## config.mk

```make
export PLATFORM = sky130hd
export DESIGN_NAME = serial_baud_rate_generator
export DESIGN_NICKNAME = d
export VERILOG_FILES = /design/src/rate_gen_pkg.sv /design/src/serial_baud_rate_generator.sv /design/src/rate_down_counter.sv
export SDC_FILE = /design/constraint.sdc
export NUM_CORES = 1
export LEC_CHECK = 0
export BUFFER_PORTS_ARGS = -buffer_cell sky130_fd_sc_hd__buf_2
export CAP_MARGIN = 20
export CORE_ASPECT_RATIO = 1.5
export CORE_UTILIZATION = 32
export DETAILED_ROUTE_END_ITERATION = 12
export PLACE_DENSITY_LB_ADDON = 0.1
export SYNTH_ARGS = -nofsm -noshare
export SYNTH_HDL_FRONTEND = slang
export SYNTH_HIERARCHICAL = 1
export SYNTH_SLANG_ARGS = --single-unit
```

## constraint.sdc

```tcl
create_clock -name ref_clk -period 5.6 [get_ports ref_clk]
set_input_delay 0.56 -clock ref_clk [delete_from_list [all_inputs] [get_ports ref_clk]]
set_output_delay 0.56 -clock ref_clk [all_outputs]
set_load 0.05 [all_outputs]
```

## src/rate_gen_pkg.sv

```systemverilog
// Function
// Rate counter is 8-bit after reset, 16-bit once wide select is set.
// Rate counter runs freely, period set by the divisor byte pair.
// Async multiplier depends on both high-speed and wide select bits.
// In synchronous mode the high-speed select bit is ignored.
// Any divisor byte write clears the rate counter, new rate at once.
// Fosc/(M(n+1)), M 64 async 8b slow, 16 8b fast or 16b slow, 4 8b sync.
// Software checks the receiver idle flag before a system clock change.
// Software picks high speed or 16-bit to cut error, 16-bit for slow.
// One rate counter times both asynchronous and synchronous operation.
// Async 16-bit fast and 16-bit sync give Fosc/(4(n+1)), full divisor.
// With the 8-bit counter only the low divisor byte sets the period.
// Bit 4 of transmit status and control is one for synchronous mode.
// Bit 2 of transmit status and control selects async high speed.
// Bit 3 of rate control selects the 16-bit counter when one.
package rate_gen_pkg;

  // ==========================================================================
  // Register port
  localparam int ADDR_W = 3;
  localparam int DATA_W = 8;
  localparam int CNT_W  = 16;
  localparam int PRE_W  = 6;

  localparam logic [ADDR_W-1:0] RATE_CONTROL_IDX            = 3'h0;
  localparam logic [ADDR_W-1:0] RECEIVE_STATUS_CONTROL_IDX  = 3'h1;
  localparam logic [ADDR_W-1:0] RATE_DIVISOR_LOW_IDX        = 3'h2;
  localparam logic [ADDR_W-1:0] RATE_DIVISOR_HIGH_IDX       = 3'h3;
  localparam logic [ADDR_W-1:0] TRANSMIT_STATUS_CONTROL_IDX = 3'h4;

  // ==========================================================================
  // Field positions
  localparam int WIDE_COUNTER_SELECT_BIT = 3;
  localparam int RECEIVER_IDLE_FLAG_BIT  = 6;
  localparam int LINK_MODE_BIT           = 4;
  localparam int HIGH_SPEED_SELECT_BIT   = 2;
  localparam int TX_SHIFT_EMPTY_BIT      = 1;

  // Writable bits; the rest read back status or zero
  localparam logic [DATA_W-1:0] RATE_CONTROL_WMASK = 8'h1b;
  localparam logic [DATA_W-1:0] RECEIVE_CTRL_WMASK = 8'hf8;
  localparam logic [DATA_W-1:0] TRANSMIT_CTRL_WMASK = 8'hfd;

  // ==========================================================================
  // Reset values
  localparam logic [DATA_W-1:0] REG_RESET = 8'h00;

  // ==========================================================================
  // Prescale limits (multiplier minus one)
  localparam logic [PRE_W-1:0] PRE_LIMIT_64 = 6'h3f;
  localparam logic [PRE_W-1:0] PRE_LIMIT_16 = 6'h0f;
  localparam logic [PRE_W-1:0] PRE_LIMIT_4  = 6'h03;

  typedef struct packed {
    logic syncMode;
    logic wideSel;
    logic highSpeed;
  } rate_cfg_t;

  typedef struct packed {
    logic                  wrStrobe;
    logic                  rdStrobe;
    logic [ADDR_W-1:0]     addr;
    logic [DATA_W-1:0]     wrData;
  } reg_req_t;

endpackage : rate_gen_pkg

```

## src/serial_baud_rate_generator.sv

```systemverilog
`timescale 1ns/10ps
`default_nettype none
module serial_baud_rate_generator
  import rate_gen_pkg::*;
(
  // Clock and reset
  input  wire logic                           ref_clk,
  input  wire logic                           sys_rst,
  // Register port
  input  wire logic [rate_gen_pkg::ADDR_W-1:0] regAddr,
  input  wire logic [rate_gen_pkg::DATA_W-1:0] regWrData,
  input  wire logic                           regWrStrobe,
  input  wire logic                           regRdStrobe,
  output logic      [rate_gen_pkg::DATA_W-1:0] regRdData,
  // Status from the serial port
  input  wire logic                           receiverIdleFlag,
  input  wire logic                           txShiftEmpty,
  input  wire logic [2:0]                     rxErrorBits,
  // Timing out
  output logic                                rateTick,
  output logic                                bitTick,
  output rate_gen_pkg::rate_cfg_t             rateCfg
);
  import rate_gen_pkg::*;

  // ==========================================================================
  // Register state
  reg_req_t          req;
  logic [DATA_W-1:0] rateControl_reg;
  logic [DATA_W-1:0] receiveCtrl_reg;
  logic [DATA_W-1:0] divisorLow_reg;
  logic [DATA_W-1:0] divisorHigh_reg;
  logic [DATA_W-1:0] transmitCtrl_reg;
  logic [DATA_W-1:0] rdData_reg;
  logic [DATA_W-1:0] rdData_next;
  logic              restart_reg;
  logic              rateTick_reg;
  logic              bitTick_reg;
  logic [PRE_W-1:0]  prescale_reg;
  logic [PRE_W-1:0]  prescale_next;

  assign req = '{wrStrobe: regWrStrobe, rdStrobe: regRdStrobe,
                 addr: regAddr, wrData: regWrData};

  function automatic logic hit(input reg_req_t r,
                               input logic [ADDR_W-1:0] idx);
    hit = r.wrStrobe && (r.addr == idx);
  endfunction : hit

  // Masked write keeps read-only bits at zero in storage
  function automatic logic [DATA_W-1:0] merge(input logic [DATA_W-1:0] old,
                                              input logic [DATA_W-1:0] nw,
                                              input logic [DATA_W-1:0] m);
    merge = (old & ~m) | (nw & m);
  endfunction : merge

  wire wrRateControl = hit(req, RATE_CONTROL_IDX);
  wire wrReceiveCtrl = hit(req, RECEIVE_STATUS_CONTROL_IDX);
  wire wrDivLow      = hit(req, RATE_DIVISOR_LOW_IDX);
  wire wrDivHigh     = hit(req, RATE_DIVISOR_HIGH_IDX);
  wire wrTransmit    = hit(req, TRANSMIT_STATUS_CONTROL_IDX);
  wire divisorWrite  = wrDivLow || wrDivHigh;

  // ==========================================================================
  // Mode decode
  wire wideSel   = rateControl_reg[WIDE_COUNTER_SELECT_BIT];
  wire syncMode  = transmitCtrl_reg[LINK_MODE_BIT];
  wire highSpeed = transmitCtrl_reg[HIGH_SPEED_SELECT_BIT];

  // Upper byte is masked off in 8-bit mode
  wire [CNT_W-1:0] effDivisor = wideSel ? {divisorHigh_reg, divisorLow_reg}
                                        : {8'h00, divisorLow_reg};

  function automatic logic [PRE_W-1:0] preLimitOf(input logic sm,
                                                  input logic wd,
                                                  input logic hs);
    if (sm) begin
      preLimitOf = PRE_LIMIT_4;
    end else if (!wd && !hs) begin
      preLimitOf = PRE_LIMIT_64;
    end else if (wd && hs) begin
      preLimitOf = PRE_LIMIT_4;
    end else begin
      preLimitOf = PRE_LIMIT_16;
    end
  endfunction : preLimitOf

  wire [PRE_W-1:0] preLimit = preLimitOf(syncMode, wideSel, highSpeed);

  // ==========================================================================
  // Register writes
  always_ff @(posedge ref_clk) begin
    if (sys_rst) begin
      rateControl_reg  <= REG_RESET;
      receiveCtrl_reg  <= REG_RESET;
      divisorLow_reg   <= REG_RESET;
      divisorHigh_reg  <= REG_RESET;
      transmitCtrl_reg <= REG_RESET;
    end else begin
      if (wrRateControl) begin
        rateControl_reg <= merge(rateControl_reg, req.wrData,
                                 RATE_CONTROL_WMASK);
      end
      if (wrReceiveCtrl) begin
        receiveCtrl_reg <= merge(receiveCtrl_reg, req.wrData,
                                 RECEIVE_CTRL_WMASK);
      end
      if (wrDivLow) begin
        divisorLow_reg <= req.wrData;
      end
      if (wrDivHigh) begin
        divisorHigh_reg <= req.wrData;
      end
      if (wrTransmit) begin
        transmitCtrl_reg <= merge(transmitCtrl_reg, req.wrData,
                                  TRANSMIT_CTRL_WMASK);
      end
    end
  end

  // ==========================================================================
  // Read port; status bits come live from the serial port
  logic [DATA_W-1:0] rateControlView;
  logic [DATA_W-1:0] receiveCtrlView;
  logic [DATA_W-1:0] transmitCtrlView;

  always_comb begin
    rateControlView = rateControl_reg;
    rateControlView[RECEIVER_IDLE_FLAG_BIT] = receiverIdleFlag;
    receiveCtrlView = {receiveCtrl_reg[7:3], rxErrorBits};
    transmitCtrlView = transmitCtrl_reg;
    transmitCtrlView[TX_SHIFT_EMPTY_BIT] = txShiftEmpty;
  end

  always_comb begin
    unique case (req.addr)
      RATE_CONTROL_IDX:            rdData_next = rateControlView;
      RECEIVE_STATUS_CONTROL_IDX:  rdData_next = receiveCtrlView;
      RATE_DIVISOR_LOW_IDX:        rdData_next = divisorLow_reg;
      RATE_DIVISOR_HIGH_IDX:       rdData_next = divisorHigh_reg;
      TRANSMIT_STATUS_CONTROL_IDX: rdData_next = transmitCtrlView;
      default:                     rdData_next = '0;
    endcase
  end

  always_ff @(posedge ref_clk) begin
    if (sys_rst) begin
      rdData_reg <= '0;
    end else begin
      rdData_reg <= req.rdStrobe ? rdData_next : '0;
    end
  end

  // ==========================================================================
  // Rate counter and prescaler
  logic [CNT_W-1:0] rateCount;
  logic             rateWrap;

  // Restart one cycle after the write so the new bytes are already stored
  always_ff @(posedge ref_clk) begin
    if (sys_rst) begin
      restart_reg <= 1'b0;
    end else begin
      restart_reg <= divisorWrite;
    end
  end

  rate_down_counter #(
    .WIDTH(CNT_W)
  ) u_rate_counter (
    .ref_clk  (ref_clk),
    .sys_rst  (sys_rst),
    .load     (restart_reg),
    .loadValue(effDivisor),
    .count    (rateCount),
    .wrap     (rateWrap)
  );

  // Compare with >= so a smaller multiplier set mid-count cannot overrun
  wire preDone = rateWrap && (prescale_reg >= preLimit);

  assign prescale_next = restart_reg ? '0 :
                         preDone     ? '0 :
                         rateWrap    ? prescale_reg + 1'b1 : prescale_reg;

  always_ff @(posedge ref_clk) begin
    if (sys_rst) begin
      prescale_reg <= '0;
      rateTick_reg <= 1'b0;
      bitTick_reg  <= 1'b0;
    end else begin
      prescale_reg <= prescale_next;
      rateTick_reg <= rateWrap;
      bitTick_reg  <= preDone;
    end
  end

  assign regRdData = rdData_reg;
  assign rateTick  = rateTick_reg;
  assign bitTick   = bitTick_reg;
  assign rateCfg   = '{syncMode: syncMode, wideSel: wideSel,
                       highSpeed: highSpeed};

  // ==========================================================================
  // Checking helpers
  logic [CNT_W-1:0] sinceTick_reg;
  logic             periodDisturbed_reg;
  logic [PRE_W-1:0] ticksSinceBit_reg;
  logic             modeDisturbed_reg;
  logic             rateCtlWrite_reg;
  // Width change lands one cycle late; a reload at that wrap is stale
  wire anyRateWrite = divisorWrite || wrRateControl || restart_reg ||
                      rateCtlWrite_reg;
  wire anyModeWrite = anyRateWrite || wrTransmit;

  always_ff @(posedge ref_clk) begin
    if (sys_rst) begin
      sinceTick_reg       <= '0;
      periodDisturbed_reg <= 1'b1;
      ticksSinceBit_reg   <= '0;
      modeDisturbed_reg   <= 1'b1;
      rateCtlWrite_reg    <= 1'b0;
    end else begin
      rateCtlWrite_reg <= wrRateControl;
      sinceTick_reg <= rateTick_reg ? '0 : sinceTick_reg + 1'b1;
      if (anyRateWrite) begin
        periodDisturbed_reg <= 1'b1;
      end else if (rateTick_reg) begin
        periodDisturbed_reg <= 1'b0;
      end
      if (bitTick_reg) begin
        ticksSinceBit_reg <= '0;
      end else if (rateTick_reg) begin
        ticksSinceBit_reg <= ticksSinceBit_reg + 1'b1;
      end
      if (anyModeWrite) begin
        modeDisturbed_reg <= 1'b1;
      end else if (bitTick_reg) begin
        modeDisturbed_reg <= 1'b0;
      end
    end
  end

  // ==========================================================================
  // Assertions
  property p_narrow_after_reset;
    @(posedge ref_clk) $fell(sys_rst) |-> !rateCfg.wideSel;
  endproperty
  a_narrow_after_reset: assert property (p_narrow_after_reset)
    else $error("counter not 8-bit after reset");

  property p_period;
    @(posedge ref_clk) disable iff (sys_rst)
      rateTick_reg && !periodDisturbed_reg |-> sinceTick_reg == effDivisor;
  endproperty
  a_period: assert property (p_period)
    else $error("rate tick period is not divisor plus one");

  property p_multiplier;
    @(posedge ref_clk) disable iff (sys_rst)
      bitTick_reg && !modeDisturbed_reg |-> ticksSinceBit_reg == preLimit;
  endproperty
  a_multiplier: assert property (p_multiplier)
    else $error("bit tick spacing does not match multiplier");

  property p_sync_ignores_speed;
    @(posedge ref_clk) disable iff (sys_rst)
      bitTick_reg && !modeDisturbed_reg && rateCfg.syncMode |->
        ticksSinceBit_reg == PRE_LIMIT_4;
  endproperty
  a_sync_ignores_speed: assert property (p_sync_ignores_speed)
    else $error("synchronous multiplier depends on high speed");

  property p_restart;
    @(posedge ref_clk) disable iff (sys_rst)
      divisorWrite |=> restart_reg ##1
        (rateCount == $past(effDivisor) && prescale_reg == 6'h00);
  endproperty
  a_restart: assert property (p_restart)
    else $error("divisor write did not restart the counter");

  property p_async_low_64;
    @(posedge ref_clk) disable iff (sys_rst)
      bitTick_reg && !modeDisturbed_reg && !syncMode && !wideSel &&
        !highSpeed |-> ticksSinceBit_reg == PRE_LIMIT_64;
  endproperty
  a_async_low_64: assert property (p_async_low_64)
    else $error("async 8-bit low speed multiplier is not 64");

  property p_bit_on_rate;
    @(posedge ref_clk) disable iff (sys_rst) bitTick_reg |-> rateTick_reg;
  endproperty
  a_bit_on_rate: assert property (p_bit_on_rate)
    else $error("bit tick without a rate tick");

  property p_wide_fast_4;
    @(posedge ref_clk) disable iff (sys_rst)
      bitTick_reg && !modeDisturbed_reg && wideSel &&
        (highSpeed || syncMode) |-> ticksSinceBit_reg == PRE_LIMIT_4;
  endproperty
  a_wide_fast_4: assert property (p_wide_fast_4)
    else $error("16-bit fast multiplier is not 4");

  property p_low_byte_only;
    @(posedge ref_clk) disable iff (sys_rst)
      rateTick_reg && !periodDisturbed_reg && !rateCfg.wideSel |->
        sinceTick_reg == {8'h00, divisorLow_reg};
  endproperty
  a_low_byte_only: assert property (p_low_byte_only)
    else $error("high divisor byte used in 8-bit mode");

  property p_mode_bits;
    @(posedge ref_clk) disable iff (sys_rst)
      wrTransmit |=> rateCfg.syncMode == $past(regWrData[4]) &&
                     rateCfg.highSpeed == $past(regWrData[2]);
  endproperty
  a_mode_bits: assert property (p_mode_bits)
    else $error("mode bits not taken from transmit control");

  property p_wide_bit;
    @(posedge ref_clk) disable iff (sys_rst)
      wrRateControl |=> rateCfg.wideSel == $past(regWrData[3]);
  endproperty
  a_wide_bit: assert property (p_wide_bit)
    else $error("wide select not taken from rate control");

  c_sync_bit: cover property (@(posedge ref_clk) bitTick_reg && syncMode);
  c_wide_bit: cover property (@(posedge ref_clk) bitTick_reg && wideSel);
  c_restart:  cover property (@(posedge ref_clk) restart_reg);

endmodule : serial_baud_rate_generator
`default_nettype wire

```

## src/rate_down_counter.sv

```systemverilog
`timescale 1ns/10ps
`default_nettype none
module rate_down_counter #(
  parameter int WIDTH = 16
) (
  // Clock and reset
  input  wire logic             ref_clk,
  input  wire logic             sys_rst,
  // Control
  input  wire logic             load,
  input  wire logic [WIDTH-1:0] loadValue,
  // Status
  output logic      [WIDTH-1:0] count,
  output logic                  wrap
);

  logic [WIDTH-1:0] count_reg;
  logic [WIDTH-1:0] count_next;

  // Reload on terminal count gives a period of loadValue + 1
  assign wrap       = (count_reg == '0) && !load;
  assign count_next = (load || wrap) ? loadValue : count_reg - 1'b1;
  assign count      = count_reg;

  always_ff @(posedge ref_clk) begin
    if (sys_rst) begin
      count_reg <= '0;
    end else begin
      count_reg <= count_next;
    end
  end

endmodule : rate_down_counter
`default_nettype wire

```

==> flow_metrics.py <==
metrics = {
    "run_status": {
        "status": "completed",
    },
    "floorplan": {
        "rows": 44,
        "start_util_pct": 32.6,
        "pin_count": 33,
        "dieHeight_um": 123,
        "die-area_mm2": 0.0102,
        "core_mm2": 0.00963,
        "chipWidth_um": 82.9,
    },
    "route": {
        "drt_iter0_markers": 137,
        "firstDrtPassIters": 4,
        "route.vias.total": 2493,
        "drc": 0,
        "wire_per_inst_um": 17.3,
        "viasPerCell": 5.26,
        "postRouteAntennaNets": 0,
        "wirelength_mm": 8.21,
    },
    "timing": {
        "finalSetupViolCount": 0,
        "setup_tns_ns": 0,
        "finalHoldViolCount": 0,
        "period_minus_slack_ns": 2.69,
        "min_period_over_period_pct": 48.0,
        "maxSlewViolCount": 0,
        "max_freq_ghz": 0.372,
        "fin_worst_skew_ns": 0.00586,
        "grt_setup_unrepaired": "no",
        "slew_headroom_pct": 42.2,
        "worst_pin_slew_ns": 0.855,
        "hold_ws_ns": 0.469,
        "final_critical_path_setup_slack_ns": 2.91,
    },
    "logic_synthesis": {
        "synth_edf_count": 0,
        "avgSynthCellArea_um2": 9.47,
        "synthFlopType": "dfxtp_1",
        "synthMuxAreaShare_pct": 11.1,
        "netlist_area_mm2": 0.00314,
        "synth_cell_types": 50,
        "synthCells": 332,
        "synth-xor-area-share_pct": 4.46,
        "yosysWarnings": 6,
        "ys_ff_latch": 65,
        "ys_seq_area_share_pct": 41.4,
        "synthSimpleGateAreaFrac_pct": 21.2,
        "synth_top_family_by_area": "simple AND/OR/NAND/NOR gates",
        "synth_compound_area_share_pct": 14.6,
        "synth_nets": 358,
        "async_flop_share_pct": 0,
        "synthAdderAreaFrac_pct": 2.39,
    },
    "critical_path": {
        "r2r-end": "prescale_reg[5]",
        "setup.worst_path.end": "prescale_reg[5]",
        "crit_fanout": 12,
        "critPathArrivalTime_ns": 2.92,
        "timing.rr.start": "u_rate_counter/count[0]",
        "r2r_cells": 10,
        "crit_start": "u_rate_counter/count[0]",
        "end_kind": "flip-flop",
        "criticalPathCategory": "flip-flop to flip-flop",
        "cp-start-kind": "flip-flop",
        "reg2reg_slack_ns": 2.91,
        "cp.required_ns": 5.84,
    },
    "layout": {
        "final_common_cell": "dfxtp_1",
        "drive_above_1_share_pct": 20.6,
        "area.growth.synth_to_final_pct": 16.3,
        "final_cell_mix": "dfxtp_1, a21oi_1, buf_2, nor2_1, mux2i_1",
        "largest_reg_flops": 16,
        "fin_nets": 380,
        "insertedDiodeCount": 0,
        "fill_cells": 981,
        "stdcell_area_mm2": 0.00366,
    },
    "global_routing": {
        "grt_pass1_vias": 2440,
        "grt_usage_pct": 17.0,
        "overflow": 0,
        "antenna_found_initial": 0,
        "grt_max_degree": 53,
        "grt_pass1_wl_mm": 13.2,
    },
    "clocking": {
        "cts_sinks": 65,
        "clk_pin_slew_worst_paths_ns": 0.06,
        "cts_made_buffers": 9,
        "cts_hold_buf": 0,
        "cts_tree": "yes",
        "clk_path_buf_depth": 2,
        "cts_resized": 0,
        "root_buffer": "clkbuf_16",
        "cts-htree-levels": 3,
        "cts_setup_buffers": 0,
        "clkLatencyLatePin_ns": 0.33,
    },
    "placement": {
        "place_ws_ns": 2.89,
        "port_buffers": 32,
        "gp_congestion": 0.712,
        "place_area_mm2": 0.00334,
        "dp_hpwl_mm": 5.78,
    },
    "power": {
        "peakVddDrop_mv": 0.194,
        "totalPowerFinal_w": 0.00155,
        "power_density_mw_per_mm2": 424,
        "p_leak_nw": 1.35,
    },
    "run": {
        "max-cap-violations": 0,
    },
    "min_path": {
        "hold_path_class": "flip-flop to flip-flop",
    },
}
routing by layer:
layer | vias up | wire [um] | GRT usage [%]
met1 | 1188 | 3610 | 19.6
met3 | 10 | 166 | 2.40
met4 | 0 | 165 | 8.41
met2 | 38 | 4260 | 30.6
li1 | 1257 | - | -
met5 | - | 0 | 0
final cells by class:
| class | count | area (um2) | area share (%) |
|---|---|---|---|
| clock buffer | 9 | 225 | 6.16 |
| tap | 115 | 144 | 3.94 |
| timing repair buffer | 35 | 183 | 5.00 |
| inverter | 3 | 11.3 | 0.308 |
| sequential | 65 | 1300 | 35.6 |
| multi-input combinational | 240 | 1700 | 46.4 |
| clock inverter | 7 | 95.1 | 2.60 |
through the flow:
step,utilization [%],instances
after floorplan,-,332
after global placement,34.6,458
after CTS,37.9,474
after detailed placement,34.6,458
final,37.9,474
after global routing,37.9,474
synthesized netlist by cell type (all sizes together) (7+ instances only):
cell / instances / area share [%]
xnor2: 7 / 1.9
a211oi: 18 / 4.3
mux2i: 26 / 8.3
buf: 14 / 3.3
nand2: 20 / 2.4
mux2: 8 / 2.9
xor2: 9 / 2.5
and2: 9 / 1.8
nor3: 7 / 1.1
clkbuf: 10 / 1.2
dfxtp: 65 / 41
a22oi: 11 / 2.6
a21oi: 32 / 5.1
nor2: 32 / 3.9
power breakdown:
part	switching [W]	internal, W
clock	0.000216	0.000389
sequential	0.0000576	0.000511
combinational	0.000208	0.000169
kinds of logic (layout without fill, tap and decap cells):
| family | Yosys count | count (layout) |
|---|---|---|
| AO/OA/AOI/OAI | 73 | 73 |
| XOR/XNOR | 16 | 16 |
| adder cells (fa/ha/maj) | 6 | 6 |
| buffers and inverters | 27 | 54 |
| flip-flops | 65 | 65 |
| multiplexers | 34 | 34 |
| AND/OR/NAND/NOR | 111 | 111 |
how the worst min path moves through the flow:
stage                               endpoint          startpoint  slack [ns]  cells past startpoint
after floorplan           divisorHigh_reg[0]  divisorHigh_reg[0]        0.44                      2
after global placement    divisorHigh_reg[7]  divisorHigh_reg[7]        0.46                      2
after detailed placement  divisorHigh_reg[4]  divisorHigh_reg[4]        0.46                      2
after CTS                 divisorHigh_reg[4]  divisorHigh_reg[4]        0.47                      2
after global routing      divisorHigh_reg[0]  divisorHigh_reg[0]        0.50                      2
final                     divisorHigh_reg[4]  divisorHigh_reg[4]        0.47                      2
critical path: stages (launching register included):
cell and delay [ns]:
dfxtp_1 0.33, inv_1 0.08, ha_1 0.19, or3b_2 0.48
nor2_1 0.20, nand2_1 0.09, nor4b_2 0.22, buf_4 0.22
nand4_1 0.16, or3_1 0.37, a221oi_1 0.25
(Power assumes the default switching activity.)
